`src/hw/dcdsi_consts.svh`:
```
// constants for the dual-channel ddr sample input block
// assumes inclusion by bare name from the top module and the testbench
`ifndef DCDSI_CONSTS_SVH
`define DCDSI_CONSTS_SVH

`define DCDSI_OFF_CONFIG   8'h00
`define DCDSI_OFF_STATUS   8'h04
`define DCDSI_OFF_PAIR     8'h08
`define DCDSI_OFF_COUNT    8'h0C

`define DCDSI_BIT_REVERSE  0
`define DCDSI_BIT_FOURWIRE 9

`define DCDSI_CONFIG_RESET 32'h0000_0000
`define DCDSI_CONFIG_MASK  32'h0000_0201

`define DCDSI_ST_GATE      0
`define DCDSI_ST_SLEEP     1
`define DCDSI_ST_FOURWIRE  2

`define DCDSI_RESP_OKAY    2'h0
`define DCDSI_RESP_SLVERR  2'h2

`define DCDSI_SYNC_STAGES  2

`endif

```
`src/hw/dcdsi_pkg.sv`:
```
// types shared by the sample input block
// assumes nothing beyond a sv compiler
package dcdsi_pkg;
  typedef logic [13:0] dcdsi_word_t;
  typedef logic [31:0] dcdsi_data_t;
  typedef logic [7:0]  dcdsi_addr_t;
  typedef logic [1:0]  dcdsi_resp_t;
endpackage

```
`src/hw/dcdsi_sync.sv`:
```
// multi-bit two flip-flop level synchroniser
// assumes each bit is an independent level from outside clk's domain
module dcdsi_sync #(
  parameter int WIDTH = 1
) (
  input  wire logic             clk,
  input  wire logic             rstN,
  input  wire logic [WIDTH-1:0] async,
  output logic      [WIDTH-1:0] synced
);
  logic [WIDTH-1:0] stage1;

  always_ff @(posedge clk or negedge rstN)
  begin
    if (!rstN)
    begin
      stage1 <= '0;
      synced <= '0;
    end
    else
    begin
      stage1 <= async;
      synced <= stage1;
    end
  end
endmodule

```
`src/hw/dcdsi_top.sv`:
```
// dual-channel ddr sample capture with axi4-lite config and serial pin mode
// assumes pins arrive unsynchronised; forwarded clock far slower than clk
//
// Operation
// - capture one 14-bit word on each forwarded clock edge, two per period.
// - rising-edge word is channel A, falling-edge word is channel B.
// - without bus reversal, input bit 13 is sample msb, bit 0 lsb.
// - transmit gate low forces datapath to zeros, ignoring input data.
// - sleep input high puts block to sleep; low operates normally.
// - register reset pin low asynchronously returns config to initial values.
// - serial port defaults to 3-wire, data pin carries both directions.
// - config bit 9 selects four-wire: data pin input-only, reads on out pin.
// - in 3-wire mode the dedicated serial out pin is high impedance.
// - fifo sync input captured on rising forwarded clock edge.
`include "dcdsi_consts.svh"
module dcdsi_top (
  input  wire logic               clk,
  input  wire logic               resetn,
  input  wire logic               forwardedDataClock,
  input  wire logic [13:0]        dataBus,
  input  wire logic               transmitGate,
  input  wire logic               sleepInput,
  input  wire logic               fifoSyncInput,
  input  wire logic               registerResetN,
  input  wire logic               serialSelectN,
  input  wire logic               serialDataIn,
  output logic                    serialDataOut,
  output logic                    serialDataOe,
  output logic                    serialOutPin,
  output logic                    serialOutPinOe,
  input  wire logic               serialReadBit,
  input  wire logic               serialReadDrive,
  output logic                    serialWriteBit,
  output dcdsi_pkg::dcdsi_word_t  pairA,
  output dcdsi_pkg::dcdsi_word_t  pairB,
  output logic                    pairValid,
  output logic                    fifoSyncPulse,
  output logic                    sleepState,
  input  wire logic [7:0]         s_axi_awaddr,
  input  wire logic               s_axi_awvalid,
  output logic                    s_axi_awready,
  input  wire logic [31:0]        s_axi_wdata,
  input  wire logic [3:0]         s_axi_wstrb,
  input  wire logic               s_axi_wvalid,
  output logic                    s_axi_wready,
  output dcdsi_pkg::dcdsi_resp_t  s_axi_bresp,
  output logic                    s_axi_bvalid,
  input  wire logic               s_axi_bready,
  input  wire logic [7:0]         s_axi_araddr,
  input  wire logic               s_axi_arvalid,
  output logic                    s_axi_arready,
  output dcdsi_pkg::dcdsi_data_t  s_axi_rdata,
  output dcdsi_pkg::dcdsi_resp_t  s_axi_rresp,
  output logic                    s_axi_rvalid,
  input  wire logic               s_axi_rready
);
  import dcdsi_pkg::*;
  function automatic dcdsi_word_t orient(input dcdsi_word_t w,
                                         input logic rev);
    dcdsi_word_t r;
    r = w;
    if (rev)
      r = {<<{w}};
    return r;
  endfunction
  // reset synchronisers: assert at once, release after two edges
  logic [1:0]  rstPipe;
  logic [1:0]  regRstPipe;
  logic        rstN;
  logic        cfgRstN;
  always_ff @(posedge clk or negedge resetn)
  begin
    if (!resetn)
      rstPipe <= 2'h0;
    else
      rstPipe <= {rstPipe[0], 1'b1};
  end
  always_ff @(posedge clk or negedge registerResetN)
  begin
    if (!registerResetN)
      regRstPipe <= 2'h0;
    else
      regRstPipe <= {regRstPipe[0], 1'b1};
  end
  assign rstN    = rstPipe[1];
  assign cfgRstN = rstPipe[1] & regRstPipe[1];
  // pin synchronisation
  logic [19:0] pinSync;
  logic        linkClk;
  dcdsi_word_t dataS;
  logic        gateS;
  logic        sleepS;
  logic        syncS;
  logic        selNS;
  logic        sdioS;
  dcdsi_sync #(.WIDTH(20)) i_dcdsi_sync (
    .clk    (clk),
    .rstN   (rstN),
    .async  ({forwardedDataClock, dataBus, transmitGate, sleepInput,
              fifoSyncInput, serialSelectN, serialDataIn}),
    .synced (pinSync)
  );

  assign {linkClk, dataS, gateS, sleepS, syncS, selNS, sdioS} = pinSync;

  // configuration register
  dcdsi_data_t cfgReg;
  logic        busReverse;
  logic        fourWire;
  assign busReverse = cfgReg[`DCDSI_BIT_REVERSE];
  assign fourWire   = cfgReg[`DCDSI_BIT_FOURWIRE];

  // link edge detection and capture
  logic        linkClkD;
  logic        haveA;
  dcdsi_word_t heldA;
  logic        linkRise;
  logic        linkFall;
  dcdsi_word_t gatedWord;
  dcdsi_data_t pairCount;
  assign linkRise  = linkClk & ~linkClkD;
  assign linkFall  = ~linkClk & linkClkD;
  assign gatedWord = gateS ? orient(dataS, busReverse) : '0;
  always_ff @(posedge clk or negedge rstN)
  begin
    if (!rstN)
    begin
      linkClkD      <= 1'b0;
      haveA         <= 1'b0;
      heldA         <= '0;
      pairA         <= '0;
      pairB         <= '0;
      pairValid     <= 1'b0;
      fifoSyncPulse <= 1'b0;
      sleepState    <= 1'b0;
      pairCount     <= '0;
    end
    else
    begin
      linkClkD      <= linkClk;
      sleepState    <= sleepS;
      pairValid     <= 1'b0;
      fifoSyncPulse <= linkRise & syncS;
      if (linkRise)
      begin
        heldA <= gatedWord;
        haveA <= ~sleepS;
      end
      if (linkFall && haveA && !sleepS)
      begin
        pairA     <= heldA;
        pairB     <= gatedWord;
        pairValid <= 1'b1;
        pairCount <= pairCount + 32'h0000_0001;
        haveA     <= 1'b0;
      end
    end
  end
  // serial pin mode steering
  always_ff @(posedge clk or negedge rstN)
  begin
    if (!rstN)
    begin
      serialDataOut  <= 1'b0;
      serialDataOe   <= 1'b0;
      serialOutPin   <= 1'b0;
      serialOutPinOe <= 1'b0;
      serialWriteBit <= 1'b0;
    end
    else
    begin
      serialWriteBit <= sdioS;
      serialDataOut  <= serialReadBit;
      serialOutPin   <= serialReadBit;
      serialDataOe   <= ~fourWire & serialReadDrive & ~selNS;
      serialOutPinOe <= fourWire & serialReadDrive & ~selNS;
    end
  end
  // axi4-lite write channel
  logic        awHeld;
  logic        wHeld;
  dcdsi_addr_t awAddr;
  dcdsi_data_t wData;
  logic [3:0]  wStrb;
  logic        awTake;
  logic        wTake;
  logic        doWrite;
  logic        awHeldNext;
  logic        wHeldNext;
  logic        writeHit;
  dcdsi_data_t byteMask;
  dcdsi_data_t next_config;
  assign awTake     = s_axi_awvalid & s_axi_awready;
  assign wTake      = s_axi_wvalid & s_axi_wready;
  assign doWrite    = awHeld & wHeld & ~s_axi_bvalid;
  assign awHeldNext = (awHeld | awTake) & ~doWrite;
  assign wHeldNext  = (wHeld | wTake) & ~doWrite;
  assign writeHit   = awAddr == `DCDSI_OFF_CONFIG;
  assign byteMask   = {{8{wStrb[3]}}, {8{wStrb[2]}},
                       {8{wStrb[1]}}, {8{wStrb[0]}}}
                      & `DCDSI_CONFIG_MASK;
  assign next_config = (cfgReg & ~byteMask) | (wData & byteMask);

  always_ff @(posedge clk or negedge rstN)
  begin
    if (!rstN)
    begin
      awHeld        <= 1'b0;
      wHeld         <= 1'b0;
      awAddr        <= '0;
      wData         <= '0;
      wStrb         <= 4'h0;
      s_axi_awready <= 1'b0;
      s_axi_wready  <= 1'b0;
      s_axi_bvalid  <= 1'b0;
      s_axi_bresp   <= `DCDSI_RESP_OKAY;
    end
    else
    begin
      awHeld        <= awHeldNext;
      wHeld         <= wHeldNext;
      s_axi_awready <= ~awHeldNext;
      s_axi_wready  <= ~wHeldNext;
      if (awTake)
        awAddr <= s_axi_awaddr;
      if (wTake)
      begin
        wData <= s_axi_wdata;
        wStrb <= s_axi_wstrb;
      end
      if (doWrite)
      begin
        s_axi_bvalid <= 1'b1;
        s_axi_bresp  <= writeHit ? `DCDSI_RESP_OKAY : `DCDSI_RESP_SLVERR;
      end
      else if (s_axi_bready)
        s_axi_bvalid <= 1'b0;
    end
  end
  always_ff @(posedge clk or negedge cfgRstN)
  begin
    if (!cfgRstN)
      cfgReg <= `DCDSI_CONFIG_RESET;
    else if (doWrite && writeHit)
      cfgReg <= next_config;
  end
  // axi4-lite read channel
  logic        arHeld;
  dcdsi_addr_t arAddr;
  logic        arTake;
  logic        doRead;
  logic        arHeldNext;
  dcdsi_data_t statusWord;
  dcdsi_data_t readMux;
  logic        readHit;
  assign arTake     = s_axi_arvalid & s_axi_arready;
  assign doRead     = arHeld & ~s_axi_rvalid;
  assign arHeldNext = (arHeld | arTake) & ~doRead;
  assign statusWord = {29'h0, fourWire, sleepState, gateS};
  assign readHit    = arAddr == `DCDSI_OFF_CONFIG
                    || arAddr == `DCDSI_OFF_STATUS
                    || arAddr == `DCDSI_OFF_PAIR
                    || arAddr == `DCDSI_OFF_COUNT;
  assign readMux    = arAddr == `DCDSI_OFF_CONFIG ? cfgReg
                    : arAddr == `DCDSI_OFF_STATUS ? statusWord
                    : arAddr == `DCDSI_OFF_PAIR   ? {4'h0, pairB, pairA}
                    : arAddr == `DCDSI_OFF_COUNT  ? pairCount
                    : 32'h0000_0000;

  always_ff @(posedge clk or negedge rstN)
  begin
    if (!rstN)
    begin
      arHeld        <= 1'b0;
      arAddr        <= '0;
      s_axi_arready <= 1'b0;
      s_axi_rvalid  <= 1'b0;
      s_axi_rdata   <= '0;
      s_axi_rresp   <= `DCDSI_RESP_OKAY;
    end
    else
    begin
      arHeld        <= arHeldNext;
      s_axi_arready <= ~arHeldNext;
      if (arTake)
        arAddr <= s_axi_araddr;
      if (doRead)
      begin
        s_axi_rvalid <= 1'b1;
        s_axi_rdata  <= readMux;
        s_axi_rresp  <= readHit ? `DCDSI_RESP_OKAY : `DCDSI_RESP_SLVERR;
      end
      else if (s_axi_rready)
        s_axi_rvalid <= 1'b0;
    end
  end
endmodule

```
`config.mk`:
```
export PLATFORM = sky130hd
export DESIGN_NAME = dcdsi_top
export DESIGN_NICKNAME = d
export VERILOG_FILES = /design/src/hw/dcdsi_pkg.sv /design/src/hw/dcdsi_sync.sv /design/src/hw/dcdsi_top.sv
export VERILOG_INCLUDE_DIRS = /design/src /design/src/hw
export SDC_FILE = /design/constraint.sdc
export NUM_CORES = 1
export LEC_CHECK = 0
export BUFFER_PORTS_ARGS = -buffer_cell sky130_fd_sc_hd__buf_4
export CAP_MARGIN = 0
export CORE_ASPECT_RATIO = 0.6
export CORE_MARGIN = 2
export CORE_UTILIZATION = 25
export DETAILED_ROUTE_END_ITERATION = 8
export GPL_ROUTABILITY_DRIVEN = 0
export SLEW_MARGIN = 20
export SYNTH_ARGS = -nofsm -noshare
export SYNTH_HDL_FRONTEND = slang
export SYNTH_SLANG_ARGS = --single-unit
```
`constraint.sdc`:
```
create_clock -name clk -period 5.5 [get_ports clk]
set_input_delay 0.55 -clock clk [delete_from_list [all_inputs] [get_ports clk]]
set_output_delay 0.55 -clock clk [all_outputs]
set_load 0.02 [all_outputs]
```
# After elaboration in Yosys (flattened, before gate mapping)
# Index checks and enable logic that the tools add are counted.
# totals
ff_bits	253
latchBits	0
mem_bits_rw	0
rom_bits	0
inputBits	82
out_inout_bits	77
word_cells	100
memories	0
# op_classes
addsub	1
n_mul	0
div_mod_pow	0
n_lt_le_gt_ge	0
n_eq_ne	3
shift	0
muxes	15
bitwise	36
reduce_logical	12
# op_table
cell	n
two-way mux 32 bit	4
adder 32 x 1 -> 32 bit, second input constant	1
bitwise AND 32 x 10 -> 32 bit	1
bitwise AND 32 bit	1
NOT 10 -> 32 bit	1
bitwise OR 32 bit	1
two-way mux 14 bit	2
bitwise AND 1 bit	17
== test 8 x 4 -> 1 bit, second input constant	2
logical NOT 8 bit	2
NOT 1 bit	12
== test 8 x 3 -> 1 bit, second input constant	1
two-way mux 1 bit	7
nonzero test 2 bit	3
two-way mux 2 bit	2
logical AND 1 bit	3
logical OR 1 bit	3
bitwise OR 1 bit	3
logical NOT 1 bit	1

# Logic depth before layout (Yosys ltp)
# depth
ltp_word	5
ltp_mapped	6

# Hierarchy
# A second synthesis with hierarchy kept.
# hier_totals
hier_cells	608
area_unflattened_um2	7335.8
# by_module_without_submodules
module	n_inst	cells_per_inst	area_per_inst_um2	seq_area_each_um2
dcdsi_top	1	568	6334.8	3778.6
dcdsi_sync	1	40	1001.0	1001.0

# Worst setup path before layout
# OpenSTA, ideal clock, no wires.
# synth_path
kind	reg2reg
start	register arAddr[5]
end	register s_axi_rdata[26]
t_arrival_ps	1480
path_slack_ps	3946
path_stages_with_launch	6
path_cell_list	dfrtp_1 > or4_4 > nor3_4 > nand3_4 > buf_6 > o21ai_2
# synth_between
elab_chain_len	5
elab_cells_between_ends	8
classes_between	3 x eq/ne; 4 x mux; 1 x reduce/logical
# synth_lines
item	line_no	rtl
from (decl)	dcdsi_top.sv:249	dcdsi_addr_t arAddr;
from (signal assigned)	dcdsi_top.sv:286	arAddr <= s_axi_araddr;
== test 8 x 4 -> 1 bit (no line)	n/a	
two-way mux 32 bit	dcdsi_top.sv:267	: arAddr == `DCDSI_OFF_COUNT ? pairCount
two-way mux 32 bit	dcdsi_top.sv:266	: arAddr == `DCDSI_OFF_PAIR ? {4'h0, pairB, pairA}
two-way mux 32 bit	dcdsi_top.sv:265	: arAddr == `DCDSI_OFF_STATUS ? statusWord
two-way mux 32 bit (*)	dcdsi_top.sv:264	assign readMux = arAddr == `DCDSI_OFF_CONFIG ? cfgReg
to (signal assigned)	dcdsi_top.sv:290	s_axi_rdata <= readMux;
to (decl)	dcdsi_top.sv:52	output dcdsi_pkg::dcdsi_data_t s_axi_rdata,
# Every way passes the cells marked *; elsewhere a longest branch is shown, timed or not.
# A chain may end at the register's enable or synchronous reset.

# Worst setup path after layout
# layout_path
start	register i_dcdsi_sync.synced[19]
end	register pairCount[31]
# layout_between
elab_chain_len	4
# layout_lines
item	line_no	rtl
from (decl)	dcdsi_sync.sv:9	output logic [WIDTH-1:0] synced
from (signal assigned)	dcdsi_sync.sv:23	synced <= stage1;
NOT 1 bit	dcdsi_top.sv:122	assign linkFall = ~linkClk & linkClkD;
bitwise AND 1 bit	dcdsi_top.sv:122	
logical AND 1 bit (2 in series)	dcdsi_top.sv:149	if (linkFall && haveA && !sleepS)
to (signal assigned)	dcdsi_top.sv:154	pairCount <= pairCount + 32'h0000_0001;
to (decl)	dcdsi_top.sv:120	dcdsi_data_t pairCount;
# Every way passes these cells.

==> flow_summary.toml <==
[outcome]
status = "finished clean"

[floorplanning]
die_y_um = 137.2
pin_count = 159
dieArea_um2 = 30980
row_count = 48
start_util_pct = 25.57
die_x_um = 225.9
core-area_um2 = 28890

[sta]
finalHoldViolCount = 0
fmax_ghz = 0.4018
finalMaxSlewViolations = 0
setup_viol = 0
worst_pin_slew_ps = 955.9
tns_ps = 0
fin_crit_ps = 2489
rsz0062_at_grt = "no"
finClkSkew_ps = 25.60
timing.slew.headroom_pct = 36.27
fin_crit_sh_pct = 45.25

[worst_setup_path]
crit_type = "register to register"
critPathCaptureType = "register"
worst_ep_arrival_time_ps = 2850
cp_slowest_cell = "nand4bb_4"
worstPathCellList = "nand4bb_4 > nor3_4 > nand4_4 > nor3_2 > xor2_1"
crit_fanout = 49
crit_path_max_incr_delay_ps = 710
start_kind = "register"
crit_required_ps = 5860

[clocking]
clock-sinks = 191
tritoncts = "done"
cts_made_buffers = 17
cts_resized = 0
worstSkewPairLatency_ps = 450
ctsLongestPathBuffers = 2
clkTransAtPathRegs_ps = 70
root_buffer = "clkbuf_16"
cts_max_level = 4

[synthesis]
yosysMostFrequentCell = "dfrtp_1"
synthArstFlopShare_pct = 100.0
synth_area_leaders = "dfrtp_1 65%, nand2_1 7.0%, mux2_2 5.6%"
post-synth-top-area-cell = "dfrtp_1"
syn-cell-area_um2 = 7387
yosysUniqueCellTypes = 44
netlist_instances = 601
ys.flop_type = "dfrtp_1"
yosysSeqAreaShare_pct = 64.70
synth_edf_count = 0
netlist.area_leader.share_pct = 64.70
avgSynthCellArea_um2 = 12.29
synth_common_cells = "191 x dfrtp_1, 138 x nand2_1, 41 x o21ai_0"
yosysWarningCount = 0
synth-seq-cells = 191

[power]
max-vdd-ir-drop_v = 0.0002159
leakagePower_nw = 4.387
power_w = 0.003698
power_density_nw_per_um2 = 396.9

[placement]
port_buffers = 124
hpwlAfterDp_um = 12870
placed_cells = 1103
dpl_cell_area_um2 = 8730

[detailed_routing]
drtIter0Drc = 285
routedWlPerCell_um = 16.00
vias = 4643
drt-pass1-iter-count = 4
drc_errors = 0
wl_um = 18200
avgViaCountPerCell = 4.084
ant_nets = 0

[global_routing]
grt_overflow_total = 0
antenna_found_initial = 0
grt_pass1_vias = 4674
grt_usage_pct = 12.71
grt_max_degree = 176
grt_first_pass_wirelength_um = 28630

[cells_and_area]
syn_to_final_growth_pct = 26.12
fin_area_um2 = 9316
n_antenna_cell = 0
drive_gt1_share_pct = 31.34
layout.cells.non_filler = 1137
final_nets = 807

[hold_path]
worstHoldPathType = "register to async pin"

[job]
maxCapViolCount = 0
-- path summary, 6_finish.rpt --
path | startpoint | endpoint | slack (ps) | depth (start not counted)
min in group clk | fifoSyncInput | i_dcdsi_sync.stage1[2] | 200 | 1
worst max register to register | i_dcdsi_sync.synced[19] | pairCount[31] | 3010 | 5
max in group asynchronous | rstPipe[1] | async pin | 4110 | 2
worst min-delay path | regRstPipe[1] | async pin | 120 | 1
worst min register to register | regRstPipe[1] | async pin | 120 | 1
worst max-delay path | i_dcdsi_sync.synced[19] | pairCount[31] | 3010 | 5
-- routing by layer --
layer | part of all wire (%) | GRT usage, %
met2 | 40 | 16.75
met1 | 50 | 19.09
met4 | 0.34 | 3.311
met5 | 0 | 0
met3 | 9.8 | 4.723
-- cell type report --
type	instances	area [um^2]
Fill cell	2946	19570
Sequential cell	191	4783
Multi-Input combinational cell	372	2434
Timing Repair Buffer	129	985.9
Tap cell	400	500.5
Clock buffer	22	484.2
Clock inverter	10	80.08
Inverter	13	48.80
-- critical path, delay by kind of cell (launching register included) --
kind,cells,cell delay [ps]
xor gates and xnor gates,1,150
DFF,1,440
and+or+nand+nor,4,1800
-- cells in the final DEF (no fill, tap or decap), types with 3 or more instances in the layout --
master,instances
nor3_4,3
nor2_1,13
a32o_1,4
dfrtp_1,190
nand2_1,138
conb_1,4
nand4_1,3
inv_1,12
clkbuf_16,17
nand3_1,15
clkbuf_8,4
buf_4,126
nor4_1,3
o21ai_0,41
and2_1,6
mux2_2,37
xor2_1,9
xnor2_1,22
clkinvlp_4,5
o21ai_2,20
a21oi_1,3
mux2i_1,24
-- cells by family (layout without fill, tap and decap cells) --
logic type | after synthesis | count (layout) | share of synthesized area [%]
XOR/XNOR | 31 | 31 | 3.675
buffers and inverters | 40 | 174 | 2.490
adder cells (fa/ha/maj) | 1 | 1 | 0.1693
multiplexers | 62 | 62 | 9.197
AND/OR/NAND/NOR | 201 | 201 | 13.30
AO/OA/AOI/OAI | 73 | 73 | 6.369
flip-flops | 191 | 191 | 64.70
other | 2 | 4 | 0.1017
-- power by group --
group	switching, W	total (W)	internal, W
clock network	0.000560	0.00119	0.000633
registers	0.000169	0.00177	0.00160
logic	0.000415	0.000735	0.000320
total	0.00114	0.00370	0.00255
-- state kept, by name, summed over array words and instances (netlist names), 2 cells and up, named ones only --
name / flops
arAddr: 8
heldA: 14
s_axi_rdata: 32
pairB: 14
wStrb: 2
rstPipe: 2
wData: 2
regRstPipe: 2
awAddr: 8
i_dcdsi_sync.stage1: 20
i_dcdsi_sync.synced: 20
pairA: 14
pairCount: 32
-- metrics by stage --
stage               setup WS, ps  util, %  hold slack, ps
global placement            3019    30.22           119.9
global route                2764    32.25           149.5
floorplan                   2408        -           105.4
CTS                         2980    32.24           125.9
detailed placement          2995    30.22           131.0
finish                      3011    32.25           124.5
-- timing repair --
action | 4_1_cts | 5_1_grt
hold endpoints to repair | 4 | 0
setup buffers | 0 | 0
hold buffers | 2 | 0
Note: power is estimated with default switching activity, not from simulation.
